**src/rtl/thermo_map.vh**
```
// Register map, field positions, reset values and timing counts
`ifndef THERMO_MAP_VH
`define THERMO_MAP_VH
// Word indices; byte address is four times the index, plus 64 for setup words
`define IDX_CHANNEL0_READING      4'h0
`define IDX_CHANNEL1_READING      4'h1
`define IDX_CHANNEL2_READING      4'h2
`define IDX_CHANNEL3_READING      4'h3
`define IDX_FAULT_AND_BREAK_FLAGS 4'h4
`define IDX_RANGE_LIMIT_FLAGS     4'h5
`define IDX_SETUP_ERROR_FLAGS     4'h6
`define IDX_CHANNEL0_SETUP        4'h0
`define IDX_CHANNEL1_SETUP        4'h1
`define IDX_CHANNEL2_SETUP        4'h2
`define IDX_CHANNEL3_SETUP        4'h3
`define IDX_PERIODIC_CAL_SETUP    4'h4
// Region select, haddr bit 6: image words or setup words
`define REGION_BIT                6
`define REGION_IMAGE              1'b0
`define REGION_SETUP              1'b1
// Channel setup word fields
`define SETUP_ENABLE_BIT          15
`define SETUP_FORMAT_HI           14
`define SETUP_FORMAT_LO           12
`define SETUP_TYPE_HI             11
`define SETUP_TYPE_LO             8
`define SETUP_FILTER_HI           2
`define SETUP_FILTER_LO           0
`define FORMAT_LAST_VALID         3'h4
`define TYPE_LAST_VALID           4'ha
`define FILTER_SPARE_A            3'h2
`define FILTER_SPARE_B            3'h7
`define CAL_ENABLE_BIT            0
`define SETUP_RESET               16'h0000
// Status word fields
`define FAULT_LSB                 0
`define BREAK_LSB                 8
// Periodic calibration timing
`define CLK_HZ                    33'd20000000
`define CAL_PERIOD_S              33'd300
`define CAL_PERIOD_CYCLES         (`CAL_PERIOD_S * `CLK_HZ)
`endif

```
**src/rtl/channel_image.v**
```verilog
// Image of one input: reading, limit flags, wire break, not-valid
`timescale 1ns/100ps
`default_nettype none
module channel_image (
    input  wire        hclk,
    input  wire        hresetn,
    input  wire        enable,
    input  wire        strobe,
    input  wire        polarity,
    input  wire [14:0] magnitude,
    input  wire        wire_break_in,
    input  wire        high_in,
    input  wire        low_in,
    input  wire        hw_fault,
    input  wire        accept,
    output reg  [15:0] reading,
    output reg         wire_break,
    output reg         high_limit,
    output reg         low_limit,
    output reg         not_valid,
    output wire        general_fault
);
    // Data and flags captured on the same edge
    always @(posedge hclk or negedge hresetn) begin
        if (!hresetn) begin
            reading    <= 16'h0000;
            wire_break <= 1'b0;
            high_limit <= 1'b0;
            low_limit  <= 1'b0;
            not_valid  <= 1'b0;             // RULE6
        end else if (!enable) begin
            reading    <= 16'h0000;         // RULE19
            wire_break <= 1'b0;             // RULE3
            high_limit <= 1'b0;
            low_limit  <= 1'b0;
            not_valid  <= accept;           // RULE7 enabling setup sets it
        end else begin
            if (strobe) begin
                reading    <= {polarity, magnitude}; // RULE4 RULE22
                wire_break <= wire_break_in;  // RULE10 RULE22
                high_limit <= high_in;        // RULE11 RULE12
                low_limit  <= low_in;         // RULE13 RULE14
            end
            // Set wins over the clear by a fresh conversion
            if (accept | hw_fault)
                not_valid <= 1'b1;          // RULE7 RULE9
            else if (strobe)
                not_valid <= 1'b0;          // RULE7
        end
    end
    assign general_fault = wire_break | high_limit | low_limit | not_valid; // RULE5
endmodule // channel_image
`default_nettype wire

```
**src/rtl/setup_checker.v**
```verilog
// Validity check of one channel setup word
`timescale 1ns/100ps
`default_nettype none
`include "thermo_map.vh"
module setup_checker (
    input  wire [15:0] setup,
    output wire        valid
);
    // Spare codes in any selection field make the word invalid
    wire [2:0] format = setup[`SETUP_FORMAT_HI:`SETUP_FORMAT_LO];
    wire [3:0] kind   = setup[`SETUP_TYPE_HI:`SETUP_TYPE_LO];
    wire [2:0] filter = setup[`SETUP_FILTER_HI:`SETUP_FILTER_LO];
    assign valid = (format <= `FORMAT_LAST_VALID)   // RULE20
                 & (kind <= `TYPE_LAST_VALID)       // RULE20
                 & (filter != `FILTER_SPARE_A)      // RULE20
                 & (filter != `FILTER_SPARE_B);     // RULE20
endmodule // setup_checker
`default_nettype wire

```
**src/rtl/thermo_input_image_status_config.v**
```verilog
// Input image, status and channel setup of a four-channel input module
//
// Function
// (RULE1) Six 16-bit image words readable, five 16-bit setup words writable. Code adds a seventh image word: word 6, setup-error flags.
// (RULE2) Words 0-3 hold channel readings; valid when enabled and fault-free.
// (RULE3) Channel status only meaningful while the channel is enabled.
// (RULE4) Bit 15 of a reading is polarity, the rest is magnitude.
// (RULE5) Word 4 bits 0-4: general fault per channel and cold junction.
// (RULE6) Not-valid indication is zero after reset and in default state.
// (RULE7) Accepted valid setup sets not-valid until new conversion starts.
// (RULE8) Invalid setup leaves not-valid at zero and reports setup error.
// (RULE9) Converter hardware fault sets the channel's not-valid indication.
// (RULE10) Word 4 wire-break flags for channels and cold junction.
// (RULE11) Word 5 even bits: high-limit flags, set at range maximum.
// (RULE12) High-limit flag clears itself when value drops below maximum.
// (RULE13) Word 5 odd bits: low-limit flags, set at range minimum.
// (RULE14) Low-limit flag clears itself once back inside the range.
// (RULE15) Setup word fields: enable, format, type, units, open, filter.
// (RULE16) All-zero setup word selects every default.
// (RULE17) Setup words are writable and read back.
// (RULE18) Word 4 bit 0 enables five-minute periodic calibration.
// (RULE19) Only enabled channels scanned; disabled channel reading is zero.
// (RULE20) Spare codes in any selection field flag a setup error.
// (RULE21) Reserved bits of status words read zero.
// (RULE22) Flags and reading of a channel update together.
`timescale 1ns/100ps
`default_nettype none
`include "thermo_map.vh"
module thermo_input_image_status_config #(
    parameter         CAL_W             = 33,
    parameter [32:0]  CAL_PERIOD_CYCLES = `CAL_PERIOD_CYCLES
) (
    input  wire        hclk,
    input  wire        hresetn,
    input  wire        hsel,
    input  wire [31:0] haddr,
    input  wire [1:0]  htrans,
    input  wire        hwrite,
    input  wire [2:0]  hsize,
    input  wire [31:0] hwdata,
    input  wire        hready,
    output wire        hreadyout,
    output wire        hresp,
    output reg  [31:0] hrdata,
    input  wire        conv_strobe,
    input  wire [2:0]  conv_channel,
    input  wire        conv_polarity,
    input  wire [14:0] conv_magnitude,
    input  wire        conv_wire_break,
    input  wire        conv_high_limit,
    input  wire        conv_low_limit,
    input  wire [4:0]  hw_fault,
    output wire [3:0]  channel_enable,
    output reg  [63:0] active_setup,
    output reg  [3:0]  setup_load,
    output reg         cal_request,
    output reg  [3:0]  setup_error
);

    //----------
    // Declarations
    //----------
    localparam [2:0] COLD_JUNCTION = 3'h4;

    reg  [15:0]      setup [0:3];
    reg              cal_enable;
    reg              wr_pending;
    reg              wr_region;
    reg  [3:0]       wr_index;
    reg  [15:0]      next_rdata;
    reg  [CAL_W-1:0] cal_count;
    reg  [3:0]       accept;
    reg  [3:0]       reject;
    wire             addr_phase;
    wire             rd_region;
    wire [3:0]       rd_index;
    wire [3:0]       setup_valid;
    wire [3:0]       write_hit;
    wire [15:0]      reading [0:3];
    wire [4:0]       wire_break;
    wire [4:0]       high_limit;
    wire [4:0]       low_limit;
    wire [4:0]       general_fault;
    wire [4:0]       strobe_sel;
    wire [4:0]       image_enable;
    wire [4:0]       image_accept;
    wire [15:0]      fault_word;
    wire [15:0]      range_word;
    integer          i;

    // Index of a setup word for a given channel
    function [3:0] setup_index;
        input integer ch;
        begin
            setup_index = ch[3:0];
        end
    endfunction

    //----------
    // Bus slave: zero wait states, always OKAY
    //----------
    assign hreadyout  = 1'b1;
    assign hresp      = 1'b0;
    assign addr_phase = hsel & hready & htrans[1];
    assign rd_region  = haddr[`REGION_BIT];
    assign rd_index   = haddr[5:2];

    // Capture the address phase of a write
    always @(posedge hclk or negedge hresetn) begin
        if (!hresetn) begin
            wr_pending <= 1'b0;
            wr_region  <= 1'b0;
            wr_index   <= 4'h0;
        end else begin
            wr_pending <= addr_phase & hwrite;
            if (addr_phase) begin
                wr_region <= rd_region;
                wr_index  <= rd_index;
            end
        end
    end

    // Read data loaded at the address phase edge
    always @(posedge hclk or negedge hresetn) begin
        if (!hresetn) begin
            hrdata <= 32'h00000000;
        end else if (addr_phase & ~hwrite) begin
            hrdata <= {16'h0000, next_rdata}; // RULE1
        end
    end

    //----------
    // Status words
    //----------
    // Reserved bits tied to zero
    assign fault_word = {3'h0, wire_break, 3'h0, general_fault}; // RULE5 RULE10 RULE21
    // Channel c: low at bit 15-2c, high at bit 14-2c
    assign range_word = {low_limit[0], high_limit[0],
                         low_limit[1], high_limit[1],
                         low_limit[2], high_limit[2],
                         low_limit[3], high_limit[3],
                         low_limit[4], high_limit[4],
                         6'h00};                      // RULE11 RULE13 RULE21

    // Read multiplexer; unmapped words read zero
    always @* begin
        next_rdata = 16'h0000;
        if (rd_region == `REGION_IMAGE) begin
            case (rd_index)
                `IDX_CHANNEL0_READING:      next_rdata = reading[0]; // RULE2
                `IDX_CHANNEL1_READING:      next_rdata = reading[1];
                `IDX_CHANNEL2_READING:      next_rdata = reading[2];
                `IDX_CHANNEL3_READING:      next_rdata = reading[3];
                `IDX_FAULT_AND_BREAK_FLAGS: next_rdata = fault_word;
                `IDX_RANGE_LIMIT_FLAGS:     next_rdata = range_word;
                `IDX_SETUP_ERROR_FLAGS:     next_rdata = {12'h000, setup_error};
                default:                    next_rdata = 16'h0000;
            endcase
        end else begin
            case (rd_index)
                `IDX_CHANNEL0_SETUP:     next_rdata = setup[0]; // RULE17
                `IDX_CHANNEL1_SETUP:     next_rdata = setup[1];
                `IDX_CHANNEL2_SETUP:     next_rdata = setup[2];
                `IDX_CHANNEL3_SETUP:     next_rdata = setup[3];
                `IDX_PERIODIC_CAL_SETUP: next_rdata = {15'h0000, cal_enable}; // RULE18
                default:                 next_rdata = 16'h0000;
            endcase
        end
    end

    //----------
    // Setup words and their validation
    //----------
    genvar g;
    generate
        for (g = 0; g < 4; g = g + 1) begin : check
            setup_checker u_check (
                .setup (hwdata[15:0]),
                .valid (setup_valid[g])
            );
            assign write_hit[g] = wr_pending & (wr_region == `REGION_SETUP)
                                & (wr_index == setup_index(g));
        end
    endgenerate

    // Accepted and rejected writes per channel
    always @* begin
        accept = 4'h0;
        reject = 4'h0;
        for (i = 0; i < 4; i = i + 1) begin
            accept[i] = write_hit[i] & setup_valid[i];  // RULE7
            reject[i] = write_hit[i] & ~setup_valid[i]; // RULE8 RULE20
        end
    end

    // Stored word reads back as written; active copy only if valid
    always @(posedge hclk or negedge hresetn) begin
        if (!hresetn) begin
            for (i = 0; i < 4; i = i + 1)
                setup[i] <= `SETUP_RESET;              // RULE16
            active_setup <= {4{`SETUP_RESET}};         // RULE16
            setup_error  <= 4'h0;
            setup_load   <= 4'h0;
        end else begin
            for (i = 0; i < 4; i = i + 1) begin
                if (write_hit[i])
                    setup[i] <= hwdata[15:0];          // RULE17
                if (accept[i]) begin
                    active_setup[i*16 +: 16] <= hwdata[15:0]; // RULE15
                    setup_error[i] <= 1'b0;
                end else if (reject[i]) begin
                    setup_error[i] <= 1'b1;            // RULE8 RULE20
                end
            end
            setup_load <= accept;
        end
    end

    // Calibration enable; reserved bits not stored
    always @(posedge hclk or negedge hresetn) begin
        if (!hresetn) begin
            cal_enable <= 1'b0;
        end else if (wr_pending & (wr_region == `REGION_SETUP)
                     & (wr_index == `IDX_PERIODIC_CAL_SETUP)) begin
            cal_enable <= hwdata[`CAL_ENABLE_BIT];     // RULE18
        end
    end

    //----------
    // Periodic calibration timer
    //----------
    always @(posedge hclk or negedge hresetn) begin
        if (!hresetn) begin
            cal_count   <= {CAL_W{1'b0}};
            cal_request <= 1'b0;
        end else if (cal_enable & (|channel_enable)) begin
            if (cal_count == CAL_PERIOD_CYCLES[CAL_W-1:0] - 1'b1) begin
                cal_count   <= {CAL_W{1'b0}};
                cal_request <= 1'b1;                   // RULE18
            end else begin
                cal_count   <= cal_count + 1'b1;
                cal_request <= 1'b0;
            end
        end else begin
            cal_count   <= {CAL_W{1'b0}};
            cal_request <= 1'b0;
        end
    end

    //----------
    // Channel and cold junction images
    //----------
    generate
        for (g = 0; g < 4; g = g + 1) begin : en
            assign channel_enable[g] = active_setup[g*16 + `SETUP_ENABLE_BIT]; // RULE19
            assign image_enable[g]   = channel_enable[g];
            assign image_accept[g]   = accept[g] & hwdata[`SETUP_ENABLE_BIT];
        end
    endgenerate
    assign image_enable[4] = 1'b1;
    assign image_accept[4] = 1'b0;

    generate
        for (g = 0; g < 5; g = g + 1) begin : img
            // Converter results only reach enabled channels
            assign strobe_sel[g] = conv_strobe & ({1'b0, conv_channel} == setup_index(g)); // RULE19
            if (g < 4) begin : data
                channel_image u_image (
                    .hclk          (hclk),
                    .hresetn       (hresetn),
                    .enable        (image_enable[g]),
                    .strobe        (strobe_sel[g]),
                    .polarity      (conv_polarity),
                    .magnitude     (conv_magnitude),
                    .wire_break_in (conv_wire_break),
                    .high_in       (conv_high_limit),
                    .low_in        (conv_low_limit),
                    .hw_fault      (hw_fault[g]),
                    .accept        (image_accept[g]),
                    .reading       (reading[g]),
                    .wire_break    (wire_break[g]),
                    .high_limit    (high_limit[g]),
                    .low_limit     (low_limit[g]),
                    .not_valid     (),
                    .general_fault (general_fault[g])
                );
            end else begin : cold
                channel_image u_image (
                    .hclk          (hclk),
                    .hresetn       (hresetn),
                    .enable        (image_enable[g]),
                    .strobe        (strobe_sel[g]),
                    .polarity      (conv_polarity),
                    .magnitude     (conv_magnitude),
                    .wire_break_in (conv_wire_break),
                    .high_in       (conv_high_limit),
                    .low_in        (conv_low_limit),
                    .hw_fault      (hw_fault[g]),
                    .accept        (image_accept[g]),
                    .reading       (),
                    .wire_break    (wire_break[g]),
                    .high_limit    (high_limit[g]),
                    .low_limit     (low_limit[g]),
                    .not_valid     (),
                    .general_fault (general_fault[g])
                );
            end
        end
    endgenerate

endmodule // thermo_input_image_status_config
`default_nettype wire

```
**config.mk**
```make
export PLATFORM = sky130hd
export DESIGN_NAME = thermo_input_image_status_config
export DESIGN_NICKNAME = d
export VERILOG_FILES = /design/src/rtl/channel_image.v /design/src/rtl/setup_checker.v /design/src/rtl/thermo_input_image_status_config.v
export VERILOG_INCLUDE_DIRS = /design/src /design/src/rtl
export SDC_FILE = /design/constraint.sdc
export NUM_CORES = 1
export LEC_CHECK = 0
export ABC_AREA = 0
export BUFFER_PORTS_ARGS = -buffer_cell sky130_fd_sc_hd__buf_2
export CAP_MARGIN = 30
export CELL_PAD_IN_SITES_DETAIL_PLACEMENT = 1
export CELL_PAD_IN_SITES_GLOBAL_PLACEMENT = 2
export CORE_MARGIN = 4
export CORE_UTILIZATION = 39
export DETAILED_ROUTE_END_ITERATION = 12
export PLACE_DENSITY_LB_ADDON = 0.1
export SETUP_SLACK_MARGIN = 0.3
export SKIP_CTS_REPAIR_TIMING = 1
export SLEW_MARGIN = 20
export SYNTH_ARGS = -nofsm -noshare
export SYNTH_HDL_FRONTEND = slang
export SYNTH_SLANG_ARGS = --single-unit
export TNS_END_PERCENT = 10
```
**constraint.sdc**
```tcl
create_clock -name hclk -period 3.35 [get_ports hclk]
set_input_delay 0.1675 -clock hclk [delete_from_list [all_inputs] [get_ports hclk]]
set_output_delay 0.1675 -clock hclk [all_outputs]
set_load 0.05 [all_outputs]
```
=== After elaboration in Yosys (flattened, before gate mapping) ===
Cells that the tools add are included.

* Reduce and logical (&&, ||, !) cells: 9
* Bitwise logic cells: 52
* $add $sub $neg: 1
* Mux-type cells: 61
* Magnitude comparators: 2
* Eq/ne operators: 25

{| class="wikitable"
|+ Operators by type and width
! cell !! count
|-
| $mux W16 || 9
|-
| $pmux W16 S7 || 1
|-
| $pmux W16 S5 || 1
|-
| $mux W33 || 2
|-
| $mux W1 || 48
|-
| $add A33 B1 Y33 const B || 1
|-
| $eq A33 B33 Y1 const B || 1
|-
| $and A1 B1 Y1 || 31
|-
| $or A1 B1 Y1 || 19
|-
| $eq A4 B2 Y1 const B || 4
|-
| $eq A4 B3 Y1 const B || 4
|-
| $ne A3 B1 Y1 const B || 4
|-
| $reduce_bool A2 Y1 || 5
|-
| $eq A4 B1 Y1 const B || 2
|-
| $logic_not A4 Y1 || 2
|-
| $ne A2 B1 Y1 const B || 4
|-
| $eq A3 B2 Y1 const B || 2
|-
| $le A4 B4 Y1 const B || 1
|-
| $reduce_or A4 Y1 || 1
|-
| $eq A3 B1 Y1 const B || 1
|-
| $eq A3 B3 Y1 const B || 1
|-
| $le A3 B3 Y1 const B || 1
|-
| $logic_not A3 Y1 || 1
|-
| $ne A3 B2 Y1 const B || 1
|-
| other kinds (2) || 3
|}

* Logic and storage cells: 194
* Output and inout bits: 111
* Bits in registers: 277

=== Depth between registers and ports, before layout ===
Gate-level depths: netlist of run 1.

* Word-level depth: 9
* Depth in mapped cells: 9
* Mapped depth without buffers: 6

=== Modules after synthesis ===
Synthesis of run 1 repeated with hierarchy kept, for this count alone.

* Cells, all modules: 1118
* Area, all modules: 13803.2 um^2

{| class="wikitable"
|+ By module, submodules not included
! module !! cells an instance !! instances !! sequential area each (um^2) !! area each (um^2)
|-
| thermo_input_image_status_config || 772 || 1 || 4829.6 || 9331.4
|-
| channel_image || 66 || 5 || 500.5 || 863.3
|-
| setup_checker || 4 || 4 || 0.0 || 38.8
|}

=== Least setup slack after synthesis of run 1 ===
OpenSTA, ideal clock, no wires.

* Path type: register to register
* From: register cal_count[0]
* To: register cal_count[28]
* Arrival time: 1.888 ns
* Path buffers: 0
* Slack: 1.388 ns
* Setup time: 0.073 ns
* Cell stages (with the launch flop): 7
* Path through: dfrtp_1 -> ha_1 -> nand4_2 -> nor4_4 -> nand4_2 -> or3_1 -> a21oi_2

* Cells in the longest elaborated chain, start to end: 3
* Elaborated cells between the ends (all ways): 4
* Those cells by class: add/sub: 1; eq/ne: 1; mux: 2

{| class="wikitable"
|+ RTL lines
! item !! line !! source
|-
| from (decl) || thermo_input_image_status_config.v:71 || <nowiki>reg [CAL_W-1:0] cal_count;</nowiki>
|-
| from (signal assigned) || thermo_input_image_status_config.v:234 || <nowiki>cal_count <= {CAL_W{1'b0}};</nowiki>
|-
| from (signal assigned) || thermo_input_image_status_config.v:238 || <nowiki>cal_count <= {CAL_W{1'b0}};</nowiki>
|-
| from (signal assigned) || thermo_input_image_status_config.v:241 || <nowiki>cal_count <= cal_count + 1'b1;</nowiki>
|-
| $add A33 B1 Y33 / $eq A33 B33 Y1 (equally long branches) || thermo_input_image_status_config.v:241, thermo_input_image_status_config.v:237 ||
|-
| $mux W33 (*) || thermo_input_image_status_config.v:237 || <nowiki>if (cal_count == CAL_PERIOD_CYCLES[CAL_W-1:0] - 1'b1) begin</nowiki>
|-
| $mux W33 (*) || thermo_input_image_status_config.v:236 || <nowiki>end else if (cal_enable & (|channel_enable)) begin</nowiki>
|}

Mark *: on every way between the ends. The rest lies on a longest branch, timed or not.
A chain may end at the register's enable or synchronous reset.

=== Worst setup path in the final report of run 1 ===
* From: register cal_count[25]
* To: register cal_count[26]

Same word-level chain as after synthesis.

==> flow_metrics.env, run 1 <==
export IMPL_hold_path_class="in2reg"
export IMPL_final_layout_size_suffix_gt1_share_pct=23.2
export IMPL_grt_pass1_wl_um=59400
export IMPL_grt_ovfl_total=0
export IMPL_grt_max_degree=79
export IMPL_io_pins=213
export IMPL_yosysUniqueCellTypes=64
export IMPL_synth_top_area_share_pct=56.0
export IMPL_crit_fanout=11
export IMPL_die_y_um=186
export IMPL_grt_total_usage_pct=22.2
export IMPL_clock_power_share_pct=43.1
export IMPL_clkLatencyLatePin_ns=0.52
export IMPL_ant_nets=0
export IMPL_drc=0
export IMPL_clockBufferDepth=3
export IMPL_diodes=0
export IMPL_reg2reg_depth=6
export IMPL_start_util_pct=40.0
export IMPL_fin_crit_sh_pct=72.0
export IMPL_finalHoldViolations=2
export IMPL_worst_r2r_endpoint="cal_count[26]"
export IMPL_hold_ws_ns=-0.0244
export IMPL_nets=1404
export IMPL_fmax_mhz=415
export IMPL_synth_most_common_cell="dfrtp_1"
export IMPL_setup_tns_ns=0
export IMPL_worst_pin_slew_ns=0.944
export IMPL_ir_drop_mv=0.366
export IMPL_drtIter0Drc=582
export IMPL_power_switching_w=0.00242
export IMPL_vias_per_cell=5.41
export IMPL_status="finished, violations left"
export IMPL_cts_sinks=277
export IMPL_holdPathStages=3
export IMPL_intPower_w=0.00632
export IMPL_power_frac_seq_pct=44.1
export IMPL_r2r_slack_ns=0.94
export IMPL_period_needed_ns=2.41
export IMPL_antenna_found_initial=0
export IMPL_finalWeightedCongestion=0.790
export IMPL_coreArea_um2=30900
export IMPL_grt_pass1_vias=9806
export IMPL_cp_required_ns=3.74
export IMPL_cts_tree="yes"
export IMPL_path_clk_slew_ns=0.06
export IMPL_synth_area_um2=12400
export IMPL_reg2reg_from="cal_count[25]"
export IMPL_syn_avg_cell_area_um2=11.0
export IMPL_h_tree_depth=2
export IMPL_hold_start="hwdata[12]"
export IMPL_area_delta_synth_final_pct=21.3
export IMPL_die_w_um=186
export IMPL_synthTopCellsByArea="dfrtp_1 (56%), nand2_1 (7.4%), mux2_1 (6.8%)"
export IMPL_arrival_ns=2.80
export IMPL_wl_per_cell_um=22.2
export IMPL_cts_inserted_buffers=34
export IMPL_p_leak_nw=6.95
export IMPL_violations="hold timing"
export IMPL_port_buffer_count=147
export IMPL_setup_viol=0
export IMPL_hold_end="setup[60]"
export IMPL_cp_end_kind="flip-flop"
export IMPL_synth_edf_count=0
export IMPL_drv_cap=0
export IMPL_critical_path_class="reg2reg"
export IMPL_fp_row_count=64
export IMPL_ys_flop_type="dfrtp_1"
export IMPL_firstDrtPassIters=5
export IMPL_finalPower_w=0.00874
export IMPL_routed_wl_um=38200
export IMPL_start_kind="flip-flop"
export IMPL_cts_root_buf="clkbuf_16"
export IMPL_yosysTopAreaCell="dfrtp_1"
export IMPL_pwr_share_comb_pct=12.8
export IMPL_fin_skew_ns=0.0281
export IMPL_vias=9315
export IMPL_netlist_instances=1129
export IMPL_powerDensity_nw_per_um2=582
export IMPL_rsz0062_at_grt="false"
export IMPL_synthArstFlopShare_pct=100
export IMPL_ys_warnings_count=0
export IMPL_slew_viol_final=0
export IMPL_synth_seq_cells=277
export IMPL_slew_headroom_pct=37.1
export IMPL_switching_share_pct=27.7
export IMPL_seq_area_frac_synth_pct=56.0
export IMPL_hpwlAfterDp_um=24900
export IMPL_dieArea_um2=34600
export IMPL_synthTopCellsByCount="dfrtp_1 (277), nand2_1 (245), a21oi_1 (93), mux2_1 (75), nor2_1 (48)"
sequential cells by signal (all words and copies together), names as in the netlist, 16 cells and up:
name                      cells
cal_count                    33
setup                        64
hrdata                       16
img.data.u_image.reading     64
active_setup                 64
critical path: stages (launching register included):
cell,delay (ns)
dfrtp_1,0.45
or4b_1,0.54
nor3_1,0.16
nand4_1,0.25
o21bai_2,0.55
buf_4,0.28
nor2_1,0.07
cell usage in the layout, fill, tap and decap left out, types with 5 or more instances in the layout:
cell type	Yosys	layout
nor2_1	48	48
nand2_1	245	245
conb_1	2	18
buf_4	30	27
a221o_1	10	10
xnor2_1	8	8
inv_1	11	11
o21ai_1	7	7
a222oi_1	6	6
dfrtp_1	277	277
dlygate4sd3_1	0	37
nand4_1	12	12
o21ai_0	6	6
and3_1	5	5
nor3_1	7	7
mux4_2	15	15
a21oi_1	93	93
clkbuf_8	0	10
a22oi_1	20	20
mux2_2	35	35
a22o_1	7	7
clkbuf_16	0	35
buf_2	19	146
nand3_1	21	21
a31oi_1	10	10
mux2_1	75	75
xor2_1	20	20
nor2b_1	5	5
mux2i_1	9	9
clkinv_2	0	7
cells by family (layout without fill, tap and decap cells):
kind of cell	after synthesis	in the layout	synth area share (%)
adder cells (fa/ha/maj)	1	1	0.101
flip-flops	277	277	56.0
other	2	18	0.0607
AO/OA/AOI/OAI	181	181	9.24
XOR/XNOR	28	28	1.98
multiplexers	134	134	13.5
buffers and inverters	112	292	4.56
AND/OR/NAND/NOR	394	394	14.6
area by class of cell:
type | instances | area (um2)
Tap cell | 396 | 495
Timing Repair Buffer | 216 | 1400
Multi-Input combinational cell | 756 | 4960
Clock buffer | 47 | 1020
Sequential cell | 277 | 6930
Clock inverter | 13 | 143
Fill cell | 3403 | 15900
Inverter | 16 | 60.1
metrics by stage:
stage	hold slack, ns	instance area [um2]	std cells	setup slack (ns)	util [%]
global route	0.00488	15000	1721	0.637	48.6
finish	-0.0244	15000	1721	0.939	48.6
detailed placement	0.193	13400	1621	0.890	43.5
floorplan	-0.128	12400	1145	1.39	-
CTS	-0.343	14600	1681	0.877	47.2
global placement	0.191	13400	1621	0.927	43.5
layer usage:
layer / vias to the layer above / share of wire (%) / global-route usage [%]
met5: - / 0 / 0
met4: 0 / 2.3 / 5.68
met3: 62 / 4.5 / 3.62
met2: 216 / 48 / 36.7
met1: 4790 / 45 / 30.9
li1: 4247 / - / -
power groups by stage:
| stage | registers [W] | logic (W) | clock network, W |
|---|---|---|---|
| 3_3_place_gp | 0.00390 | 0.00107 | 0 |
| 4_1_cts | 0.00386 | 0.00110 | 0.00386 |
| 3_5_place_dp | 0.00391 | 0.00109 | 0 |
| 6_report | 0.00386 | 0.00112 | 0.00376 |
| 2_1_floorplan | 0.00407 | 0.000528 | 0 |
| 5_1_grt | 0.00389 | 0.00123 | 0.00399 |
how the worst max path moves through the flow:
stage,startpoint,to,slack [ns],cells after the start
final,cal_count[25],cal_count[26],0.94,6
after global routing,cal_count[0],cal_count[27],0.64,7
after CTS,cal_count[25],cal_count[26],0.88,6
after detailed placement,cal_count[25],cal_count[11],0.89,6
after global placement,hwdata[12],active_setup[41],0.93,5
after floorplan,cal_count[0],cal_count[28],1.39,6
Note: power is estimated with default switching activity, not from simulation.
==> run 2, diff against run 1 <==
--- a/config.mk
+++ b/config.mk
@@ -6,13 +6,13 @@
 export SDC_FILE = /design/constraint.sdc
 export NUM_CORES = 1
 export LEC_CHECK = 0
-export ABC_AREA = 0
+export ABC_AREA = 1
 export BUFFER_PORTS_ARGS = -buffer_cell sky130_fd_sc_hd__buf_2
 export CAP_MARGIN = 30
 export CELL_PAD_IN_SITES_DETAIL_PLACEMENT = 1
 export CELL_PAD_IN_SITES_GLOBAL_PLACEMENT = 2
 export CORE_MARGIN = 4
-export CORE_UTILIZATION = 39
+export CORE_UTILIZATION = 30
 export DETAILED_ROUTE_END_ITERATION = 12
 export PLACE_DENSITY_LB_ADDON = 0.1
 export SETUP_SLACK_MARGIN = 0.3
==> constraint.sdc (replaced) <==
create_clock -name hclk -period 2.05 [get_ports hclk]
set_input_delay 0.1025 -clock hclk [delete_from_list [all_inputs] [get_ports hclk]]
set_output_delay 0.1025 -clock hclk [all_outputs]
set_load 0.05 [all_outputs]
==> flow_metrics.env, run 2 <==
export IMPL_violations="hold timing"
export IMPL_coreArea_um2=41900
export IMPL_routed_wl_um=45700
export IMPL_synthArstFlopShare_pct=100
export IMPL_synthTopCellsByCount="nand2_1 (416), dfrtp_1 (277), o21ai_0 (177), nor2_1 (170), nand3_1 (164)"
export IMPL_die_y_um=214
export IMPL_cp_required_ns=2.48
export IMPL_ant_nets=0
export IMPL_wl_per_cell_um=19.7
export IMPL_path_clk_slew_ns=0.06
export IMPL_crit_fanout=4
export IMPL_grt_pass1_wl_um=71500
export IMPL_area_delta_synth_final_pct=24.5
export IMPL_fmax_mhz=583
export IMPL_yosysUniqueCellTypes=34
export IMPL_cts_tree="yes"
export IMPL_synth_edf_count=0
export IMPL_finalWeightedCongestion=0.822
export IMPL_io_pins=213
export IMPL_hold_ws_ns=-0.0109
export IMPL_fin_crit_sh_pct=83.6
export IMPL_status="finished, violations left"
export IMPL_ir_drop_mv=0.589
export IMPL_vias=11100
export IMPL_layout_common_cells="nand2_1 (414), dfrtp_1 (277), o21ai_0 (177), nor2_1 (162), nand3_1 (162)"
export IMPL_slew_viol_final=0
export IMPL_ys_warnings_count=0
export IMPL_drtIter0Drc=681
export IMPL_finalHoldViolations=3
export IMPL_cts_sinks=277
export IMPL_fp_row_count=75
export IMPL_fin_skew_ns=0.0185
export IMPL_powerDensity_nw_per_um2=1010
export IMPL_setup_viol=0
export IMPL_pre_cts_ws_ns=0.287
export IMPL_slew_headroom_pct=62.0
export IMPL_clkLatencyLatePin_ns=0.55
export IMPL_synth_most_common_cell="nand2_1"
export IMPL_drv_cap=0
export IMPL_seq_area_frac_synth_pct=54.4
export IMPL_p_leak_nw=7.81
export IMPL_synth_area_um2=12700
export IMPL_grt_total_usage_pct=19.8
export IMPL_rsz0062_at_grt="true"
export IMPL_antenna_found_initial=1
export IMPL_hpwlAfterDp_um=31900
export IMPL_grt_ovfl_total=0
export IMPL_cp_end_kind="flip-flop"
export IMPL_start_kind="flip-flop"
export IMPL_vias_per_cell=4.80
export IMPL_drc=0
export IMPL_syn_avg_cell_area_um2=8.19
export IMPL_final_layout_size_suffix_gt1_share_pct=16.9
export IMPL_diodes=0
export IMPL_critical_path_class="reg2reg"
export IMPL_synthTopCellsByArea="dfrtp_1 (54%), nand2_1 (12%), o21ai_0 (7.0%)"
export IMPL_firstDrtPassIters=4
export IMPL_synth_top_area_share_pct=54.4
export IMPL_worst_pin_slew_ns=0.569
export IMPL_port_buffer_count=147
export IMPL_dieArea_um2=45800
export IMPL_reg_largest_list="active_setup x64, img.data.u_image.reading x64, setup x64"
export IMPL_grt_max_degree=61
export IMPL_yosysTopAreaCell="dfrtp_1"
export IMPL_arrival_ns=2.14
export IMPL_setup_ws_ns=0.336
export IMPL_h_tree_depth=2
export IMPL_synth_seq_cells=277
export IMPL_hold_path_class="in2reg"
export IMPL_setup_tns_ns=0
export IMPL_cts_root_buf="clkbuf_16"
export IMPL_layout_commonest_cell="nand2_1"
export IMPL_start_util_pct=30.4
export IMPL_grt_pass1_vias=11600
export IMPL_nets=1851
export IMPL_clockBufferDepth=3
export IMPL_netlist_instances=1556
export IMPL_r2r_slack_ns=0.34
export IMPL_ys_flop_type="dfrtp_1"
export IMPL_die_w_um=214
export IMPL_period_needed_ns=1.71
export IMPL_cts_inserted_buffers=36
[run 2: cell types whose count changed after synthesis, sizes merged, moves of 15 or more]
cell and delta:
nor2 +125, a21oi -81, nand2 +172, inv +102
nand3 +142, o21ai +195, a22oi -16, mux4 -15
mux2 -110
[run 2: power by group]
part           internal (W)  switching, W  leakage [nW]
combinational      0.000788       0.00172          3.84
clock               0.00410       0.00252         0.619
sequential          0.00634      0.000549          3.36
total                0.0112       0.00479          7.81
[run 2: path summary, 6_finish.rpt]
check / start / endpoint / cells after the start
worst min register to register: hrdata[13] / hrdata[13] / 2
min in group asynchronous: hresetn / cal_request / 2
max in group asynchronous: hresetn / setup[28] / 3
worst max-delay path: cal_count[0] / cal_count[18] / 7
worst max register to register: cal_count[0] / cal_count[18] / 7
worst min-delay path: hwdata[4] / active_setup[52] / 3
[run 2: logic make-up (layout without fill, tap and decap cells)]
group                      after synthesis  count (layout)  share of synthesized area (%)
xor gates and xnor gates                16              16                           1.10
buffers and inverters                  214             418                           7.49
and+or+nand+nor                        800             800                           26.4
DFF                                    277             277                           54.4
adders and majority gates                1               1                         0.0982
AOI/OAI and AO/OA                      246             246                           10.5
other                                    2              18                         0.0589
[run 2: critical path, stage by stage (launching register included)]
cell and delay [ns]:
dfrtp_1 0.39, ha_2 0.21, nand2_1 0.07, nor3_1 0.27
nand2_1 0.23, nor2_1 0.23, xnor2_1 0.15, nor2_1 0.05
[run 2: metrics by stage]
stage	total power [W]	area (um2)	hold WS [ns]	util (%)	std cells
after CTS	0.0162	15500	-0.483	36.9	2281
after global routing	0.0169	15900	0.0142	37.8	2315
after global placement	0.00939	14200	0.104	33.9	2214
after detailed placement	0.00946	14200	0.104	33.9	2215
after floorplan	0.00850	12800	-0.193	-	1572
final	0.0160	15900	-0.0109	37.8	2315
[run 2: cell type report]
| cell class | instances | area (um2) |
|---|---|---|
| Clock buffer | 55 | 1100 |
| Clock inverter | 11 | 141 |
| Fill cell | 5014 | 26100 |
| Inverter | 118 | 443 |
| Multi-Input combinational cell | 1081 | 4970 |
| Sequential cell | 277 | 6930 |
| Tap cell | 539 | 674 |
| Timing Repair Buffer | 234 | 1600 |
[run 2: layer usage]
metal	part of all wire (%)	up-vias	global-route usage, %
met1	49	5467	28.4
met4	2.0	0	4.99
met2	45	201	31.0
met3	4.6	55	3.98
met5	0	-	0
li1	-	5395	-
